<file path="src/core/psm_defs.svh">
`ifndef PSM_DEFS_SVH
`define PSM_DEFS_SVH

// -----------------------------------------------------------------------------
// Register layout and constants
// -----------------------------------------------------------------------------

// Condition and event words are 16 bits wide; only bit 9 carries meaning.
`define PSM_WORD_W 16
`define PSM_OVER_LIMIT_BIT 9
`define PSM_MASK_PRESET 16'h7fff
// Power figures are carried in tenths of a watt.
`define PSM_LIMIT_MIN 16'h0000
`define PSM_LIMIT_MAX_LOW 16'h2422
`define PSM_LIMIT_MAX_HIGH 16'h2710
// Error code for a value out of range, carried as a positive magnitude.
`define PSM_ERR_OUT_OF_RANGE 16'h00de
`define PSM_ERR_NONE 16'h0000

`endif

</file>
<file path="src/core/psm_pkg.sv">
`default_nettype none

package psm_pkg;
  // Requests that the host command interpreter can issue to the block.
  typedef enum logic [3:0] {
    psm_cmd_none,
    psm_cmd_read_power_condition,
    psm_cmd_read_power_event,
    psm_cmd_write_power_enable_mask,
    psm_cmd_read_power_enable_mask,
    psm_cmd_set_power_limit,
    psm_cmd_set_power_limit_min,
    psm_cmd_set_power_limit_max,
    psm_cmd_read_power_limit,
    psm_cmd_read_present_power,
    psm_cmd_read_peak_power_since_service,
    psm_cmd_status_preset,
    psm_cmd_clear_status
  } psm_cmd_t;
endpackage

`default_nettype wire

</file>
<file path="src/core/psm_peak_track.sv">
`timescale 1ns/1ps
`default_nettype none
`include "psm_defs.svh"

// Running maximum of the measured power, seeded from storage at power on.
module psm_peak_track #(
  parameter int WIDTH = 16
) (
  // Clock and reset.
  input wire logic sys_clk,
  input wire logic reset,
  // Seed value and load strobe.
  input wire logic seed_load,
  input wire logic [WIDTH-1:0] seed_value,
  // Sample stream.
  input wire logic sample_valid,
  input wire logic [WIDTH-1:0] sample_value,
  // Tracked maximum.
  output logic [WIDTH-1:0] peak_value
);

  // -----------------------------------------------------------------------------
  // Peak register
  // -----------------------------------------------------------------------------

  // The seed wins over a sample so that a service reset is never overwritten.
  always_ff @(posedge sys_clk or posedge reset) begin
    if (reset) begin
      peak_value <= '0;
    end else if (seed_load) begin
      peak_value <= seed_value;
    end else if (sample_valid && (sample_value > peak_value)) begin
      peak_value <= sample_value;
    end
  end

endmodule
`default_nettype wire

</file>
<file path="src/core/psm_power_status_monitor.sv">
`timescale 1ns/1ps
`default_nettype none
`include "psm_defs.svh"

module psm_power_status_monitor
  import psm_pkg::*;
#(
  parameter int WIDTH = 16,
  parameter bit HIGH_POWER_MODEL = 1'b0
) (
  // Clock and reset.
  input wire logic sys_clk,
  input wire logic reset,
  // Command request from the host interpreter, one cycle per command.
  input wire logic cmd_valid,
  input wire psm_cmd_t cmd_code,
  input wire logic [31:0] cmd_data,
  // Power-on restore from nonvolatile storage.
  input wire logic power_on_status_clear_flag,
  input wire logic [WIDTH-1:0] stored_enable_mask,
  input wire logic [WIDTH-1:0] stored_peak_power,
  // Measurement from the supply monitor, tenths of a watt.
  input wire logic power_sample_valid,
  input wire logic [WIDTH-1:0] power_sample,
  // Answer to the host.
  output logic resp_valid,
  output logic [WIDTH-1:0] resp_data,
  output logic resp_error,
  output logic [WIDTH-1:0] resp_error_code,
  // Status summary.
  output logic power_summary
);

  // -----------------------------------------------------------------------------
  // State
  // -----------------------------------------------------------------------------

  localparam logic [WIDTH-1:0] LIMIT_MAX =
    HIGH_POWER_MODEL ? `PSM_LIMIT_MAX_HIGH : `PSM_LIMIT_MAX_LOW;

  logic [WIDTH-1:0] enable_mask_reg;
  logic [WIDTH-1:0] limit_reg;
  logic [WIDTH-1:0] level_reg;
  logic [WIDTH-1:0] event_reg;
  logic [WIDTH-1:0] condition_reg;
  logic [WIDTH-1:0] peak_power;
  logic over_prev_reg;
  logic init_pending_reg;
  logic init_pulse;
  logic over_limit;
  logic event_clear;
  logic cmd_read_event;

  // -----------------------------------------------------------------------------
  // Power-on initialisation
  // -----------------------------------------------------------------------------

  // Straps are sampled one edge after reset release, never inside the reset.
  always_ff @(posedge sys_clk or posedge reset) begin
    if (reset) begin
      init_pending_reg <= 1'b1;
    end else begin
      init_pending_reg <= 1'b0;
    end
  end
  assign init_pulse = init_pending_reg;

  // -----------------------------------------------------------------------------
  // Measurement, limit compare and condition
  // -----------------------------------------------------------------------------

  // Latest measured level.
  always_ff @(posedge sys_clk or posedge reset) begin
    if (reset) begin
      level_reg <= '0;
    end else if (power_sample_valid) begin
      level_reg <= power_sample;
    end
  end

  assign over_limit = (level_reg > limit_reg);

  // Condition holds only bit 9; reads never touch it.
  always_ff @(posedge sys_clk or posedge reset) begin
    if (reset) begin
      condition_reg <= '0;
    end else begin
      condition_reg <= '0;
      condition_reg[`PSM_OVER_LIMIT_BIT] <= over_limit;
    end
  end

  // -----------------------------------------------------------------------------
  // Event register
  // -----------------------------------------------------------------------------

  assign cmd_read_event = cmd_valid && (cmd_code == psm_cmd_read_power_event);
  assign event_clear = cmd_read_event ||
                       (cmd_valid && (cmd_code == psm_cmd_clear_status));

  always_ff @(posedge sys_clk or posedge reset) begin
    if (reset) begin
      over_prev_reg <= 1'b0;
    end else begin
      over_prev_reg <= condition_reg[`PSM_OVER_LIMIT_BIT];
    end
  end

  // A rising condition sets the event; a set in the clear cycle is kept.
  always_ff @(posedge sys_clk or posedge reset) begin
    if (reset) begin
      event_reg <= '0;
    end else if (condition_reg[`PSM_OVER_LIMIT_BIT] && !over_prev_reg) begin
      event_reg[`PSM_OVER_LIMIT_BIT] <= 1'b1;
    end else if (event_clear) begin
      event_reg <= '0;
    end
  end

  // -----------------------------------------------------------------------------
  // Enable mask and limit
  // -----------------------------------------------------------------------------

  // Any 16-bit pattern is legal; unused bits are stored but only bit 9 is used.
  always_ff @(posedge sys_clk or posedge reset) begin
    if (reset) begin
      enable_mask_reg <= `PSM_MASK_PRESET;
    end else if (init_pulse) begin
      enable_mask_reg <= power_on_status_clear_flag ?
                         `PSM_MASK_PRESET : stored_enable_mask;
    end else if (cmd_valid && (cmd_code == psm_cmd_status_preset)) begin
      enable_mask_reg <= `PSM_MASK_PRESET;
    end else if (cmd_valid && (cmd_code == psm_cmd_write_power_enable_mask) &&
                 (cmd_data[31:WIDTH] == '0)) begin
      enable_mask_reg <= cmd_data[WIDTH-1:0];
    end
  end

  // Limit powers up at the model maximum so only a level above that maximum trips before it is set.
  always_ff @(posedge sys_clk or posedge reset) begin
    if (reset) begin
      limit_reg <= LIMIT_MAX;
    end else if (cmd_valid) begin
      if (cmd_code == psm_cmd_set_power_limit_min) begin
        limit_reg <= `PSM_LIMIT_MIN;
      end else if (cmd_code == psm_cmd_set_power_limit_max) begin
        limit_reg <= LIMIT_MAX;
      end else if ((cmd_code == psm_cmd_set_power_limit) &&
                   (cmd_data <= {{(32-WIDTH){1'b0}}, LIMIT_MAX})) begin
        limit_reg <= cmd_data[WIDTH-1:0];
      end
    end
  end

  // -----------------------------------------------------------------------------
  // Peak tracking
  // -----------------------------------------------------------------------------

  psm_peak_track #(
    .WIDTH(WIDTH)
  ) u_peak (
    .sys_clk(sys_clk),
    .reset(reset),
    .seed_load(init_pulse),
    .seed_value(stored_peak_power),
    .sample_valid(power_sample_valid),
    .sample_value(power_sample),
    .peak_value(peak_power)
  );

  // -----------------------------------------------------------------------------
  // Answers
  // -----------------------------------------------------------------------------

  // Every command gets one answer one cycle later; errors come with data zero.
  always_ff @(posedge sys_clk or posedge reset) begin
    if (reset) begin
      resp_valid <= 1'b0;
      resp_data <= '0;
      resp_error <= 1'b0;
      resp_error_code <= `PSM_ERR_NONE;
    end else begin
      resp_valid <= cmd_valid;
      resp_data <= '0;
      resp_error <= 1'b0;
      resp_error_code <= `PSM_ERR_NONE;
      if (cmd_valid) begin
        case (cmd_code)
          psm_cmd_read_power_condition: begin
            resp_data <= condition_reg;
          end
          psm_cmd_read_power_event: begin
            resp_data <= event_reg;
          end
          psm_cmd_read_power_enable_mask: begin
            resp_data <= enable_mask_reg;
          end
          psm_cmd_read_power_limit: begin
            resp_data <= limit_reg;
          end
          psm_cmd_read_present_power: begin
            resp_data <= level_reg;
          end
          psm_cmd_read_peak_power_since_service: begin
            resp_data <= peak_power;
          end
          psm_cmd_write_power_enable_mask: begin
            if (cmd_data[31:WIDTH] != '0) begin
              resp_error <= 1'b1;
              resp_error_code <= `PSM_ERR_OUT_OF_RANGE;
            end
          end
          psm_cmd_set_power_limit: begin
            if (cmd_data > {{(32-WIDTH){1'b0}}, LIMIT_MAX}) begin
              resp_error <= 1'b1;
              resp_error_code <= `PSM_ERR_OUT_OF_RANGE;
            end
          end
          default: begin
            resp_data <= '0;
          end
        endcase
      end
    end
  end

  // Summary: only the defined bit passes the mask, so undefined bits do nothing.
  always_ff @(posedge sys_clk or posedge reset) begin
    if (reset) begin
      power_summary <= 1'b0;
    end else begin
      power_summary <= event_reg[`PSM_OVER_LIMIT_BIT] &&
                       enable_mask_reg[`PSM_OVER_LIMIT_BIT];
    end
  end

endmodule
`default_nettype wire

</file>
<file path="config.mk">
export PLATFORM = sky130hd
export DESIGN_NAME = psm_power_status_monitor
export DESIGN_NICKNAME = d
export VERILOG_FILES = /design/src/core/psm_pkg.sv /design/src/core/psm_peak_track.sv /design/src/core/psm_power_status_monitor.sv
export VERILOG_INCLUDE_DIRS = /design/src /design/src/core
export SDC_FILE = /design/constraint.sdc
export NUM_CORES = 1
export LEC_CHECK = 0
export BUFFER_PORTS_ARGS = -buffer_cell sky130_fd_sc_hd__buf_2
export CORE_ASPECT_RATIO = 0.6
export CORE_MARGIN = 2
export CORE_UTILIZATION = 49
export DETAILED_ROUTE_END_ITERATION = 7
export PLACE_DENSITY = 0.87
export SLEW_MARGIN = 0
export SYNTH_ARGS = -nofsm -noshare
export SYNTH_HDL_FRONTEND = slang
export SYNTH_SLANG_ARGS = --single-unit
</file>
<file path="constraint.sdc">
create_clock -name sys_clk -period 2.47 [get_ports sys_clk]
set_input_delay 0.1235 -clock sys_clk [delete_from_list [all_inputs] [get_ports sys_clk]]
set_output_delay 0.1235 -clock sys_clk [all_outputs]
set_load 0.01 [all_outputs]
</file>
==> impl_metrics.csv <==
group,metric,value,unit
status,status,"finished, final reports clean",
setup_path,cp.arrival,2500,ps
place,place_congestion,0.9417,
global_routing,grt_max_degree,60,
place,pre_cts_slack,-214.5,ps
floorplanning,rows,28,
synthesis,synth-seq-cells,87,
cells_and_area,drive_gt1_frac,0.3141,
pwr,power_switching,1096,uW
floorplanning,core,9809,um^2
synthesis,synth_edf_count,0,
cells_and_area,fin_nets,724,
sta,slew_headroom,0.5428,
sta,layout_min_cycle_time,2277,ps
routing,route.detailed.drc,0,
setup_path,cp-start-kind,"register",
clock_network,cts_buffer_depth,2,
synthesis,synthCells,489,
floorplanning,die_w,133.3,um
pwr,power_frac_seq,0.448,
sta,rsz0062_at_grt,"false",
clock_network,clock_latency,350,ps
routing,antenna_left,0,
routing,drtIter0Drc,313,
place,io_buffers,113,
routing,routedWlPerCell,18.13,um
sta,clock.fmax,439.1,MHz
global_routing,grt_pass1_vias,4216,
global_routing,grt_pass1_wl,21720,um
sta,clock_skew,9.076,ps
synthesis,yosys_warnings,0,
setup_path,critical_path.top_delay_family,"compound AO/OA/AOI/OAI gates",
synthesis,async_flop_share,1.000,
sta,setup_viol,0,
pwr,pwr-share-clk,0.352,
setup_path,crit_chain,"inv_1 > ha_1 > nand4_1 > a2111o_1 > a32o_2 > buf_12 > a221o_1",
routing,drtPass1Iterations,5,
flow_run,drv_cap,0,
synthesis,synth_seq_area_share,0.4483,
place,placed_cells,724,
pwr,powerDensity,637.4,nW/um^2
setup_path,path_class,"register to register",
routing,wirelength,13470,um
cells_and_area,fin_cells,743,
clock_network,cts_tree,"built",
setup_path,cp_max_fo,16,
pwr,swShare,0.2880,
floorplanning,die_area,10870,um^2
cells_and_area,utilization,0.6087,
sta,finalHoldWorstSlack,26.42,ps
cells_and_area,diodes,0,
setup_path,cp.required,2700,ps
routing,via_per_inst,5.773,
hold_path,hold_path_class,"primary input to register",
floorplanning,die_h,81.56,um
setup_path,max_stage_delay,510,ps
synthesis,syn_area,4912,um^2
pwr,ir_worst_vdd,0.3844,mV
cells_and_area,area_delta_synth_final,21.55,%
clock_network,root_buffer,"clkbuf_16",
sta,drv_slew,0,
setup_path,path_buf_inv,2,
sta,final_hold_viol_count,0,
synthesis,synthFlopType,"dfrtp_1",
synthesis,synth_area_leaders,"dfrtp_1 (34%), dfstp_2 (11%), ha_1 (8.2%), a22oi_1 (4.7%), a221o_1 (4.1%)",
pwr,p_int,2709,uW
clock_network,cts.sinks,87,
global_routing,grt-ovfl-total,0,
synthesis,yosysTopAreaCell,"dfrtp_1",
global_routing,track_usage,0.2595,
sta,post-route-period-util,0.9220,
floorplanning,ioPinCount,124,
synthesis,yosysTopAreaCellShare,0.3413,
place,hpwl,10360,um
setup_path,rrSetupSlack,190,ps
pwr,leakage,0.002890,uW
sta,worst_pin_slew,685.8,ps
clock_network,htreeDepth,3,
clock_network,cts_made_buffers,9,
pwr,combPwrFrac,0.199,
sta,fin_ws,192.7,ps
synthesis,avgSynthCellArea,10.05,um^2
setup_path,critical_path.slowest_cell,"a2111o_1",
floorplanning,initial_core_util,0.5008,
setup_path,crit_path_end_kind,"register",
clock_network,clk_pin_slew,70,ps
routing,vias,4289,
global_routing,grt_antenna_before_repair,0,
synthesis,ys_types,50,
## timing repair
action | in CTS | in global routing
endpoints found under the setup margin | 16 | 16
pin swaps | 0 | 2
hold endpoints to repair | 24 | 0
resized for setup | 3 | 0
hold buffers | 1 | 0
setup buffers | 0 | 2
## metrics by stage
stage	power, uW	area, um^2	setup TNS, ps
after floorplan	2161	4950	0
after global placement	2407	5605	-2201
after detailed placement	2448	5605	-3334
after CTS	3785	5931	0
after global routing	3976	5971	0
final	3806	5971	0
## worst paths after layout
check                                         to                   from  depth (start not counted)
setup / recovery           u_peak.peak_value[11]  u_peak.peak_value[14]                          7
hold / removal                      limit_reg[6]            cmd_data[6]                          3
setup reg to reg           u_peak.peak_value[11]  u_peak.peak_value[14]                          7
hold reg to reg                    over_prev_reg       condition_reg[9]                          0
max in group asynchronous     enable_mask_reg[9]                  reset                          4
min in group asynchronous           limit_reg[3]                  reset                          3
## logic make-up (layout without fill, tap and decap cells)
kind of cell	after synthesis	count (layout)	share of synthesized area
mux	28	28	0.06113
compound gates	149	149	0.2155
simple gates	104	104	0.1113
other cells	1	11	0.0007634
buf+inv	88	197	0.08151
fa+ha+maj	32	32	0.08151
flops	87	87	0.4483
## placed cells by master, fill, tap and decap left out, drive strengths merged, types with 4 or more instances in the layout
cell type	count
clkbuf	12
nor2	9
and2	17
a221o	20
a21o	5
nand2b	8
a22oi	31
nor3	4
mux2i	12
o21ai	21
mux2	16
nand2	35
nor4	6
conb	11
o22ai	16
nand4	9
a21oi	27
ha	32
a31oi	5
dfstp	20
inv	48
buf	131
dfrtp	67
## Yosys cell counts, types with 4 or more instances
| master | instances |
|---|---|
| o22ai_1 | 16 |
| mux2_2 | 16 |
| inv_1 | 49 |
| a21o_1 | 5 |
| o21ai_0 | 21 |
| dfrtp_1 | 67 |
| clkbuf_1 | 17 |
| buf_4 | 18 |
| nor2_1 | 9 |
| a221o_1 | 20 |
| nand4_1 | 9 |
| nor4_1 | 5 |
| a22oi_1 | 31 |
| nand2_1 | 35 |
| nor3_1 | 4 |
| a21oi_1 | 27 |
| a31oi_1 | 5 |
| mux2i_1 | 12 |
| dfstp_2 | 20 |
| and2_1 | 17 |
| ha_1 | 32 |
| nand2b_1 | 8 |
## routing by layer
layer	part of all wire	track usage
met3	0.086	0.06481
met4	0.0086	0.05957
met1	0.47	0.3635
met2	0.44	0.4119
met5	0	0
## layout make-up
cell class                      instances  area [um^2]
Timing Repair Buffer                  132        748.2
Fill cell                             868         3839
Sequential cell                        87         2202
Clock buffer                           12        266.5
Multi-Input combinational cell        324         2371
Inverter                               49        185.2
Tap cell                              135        168.9
Clock inverter                          4        28.78
## worst min-delay path, delay by kind of cell
| kind | cells | cell delay [ps] |
|---|---|---|
| buffers and inverters | 2 | 160 |
| multiplexers | 1 | 50 |
## power by group through the flow
stage               Clock (uW)  Sequential [uW]  Combinational (uW)
floorplan                    0             1680                 477
global placement             0             1720                 685
detailed placement           0             1730                 720
CTS                       1350             1700                 733
global route              1410             1720                 851
finish                    1340             1710                 759
Power figures use the tool's default switching activity.
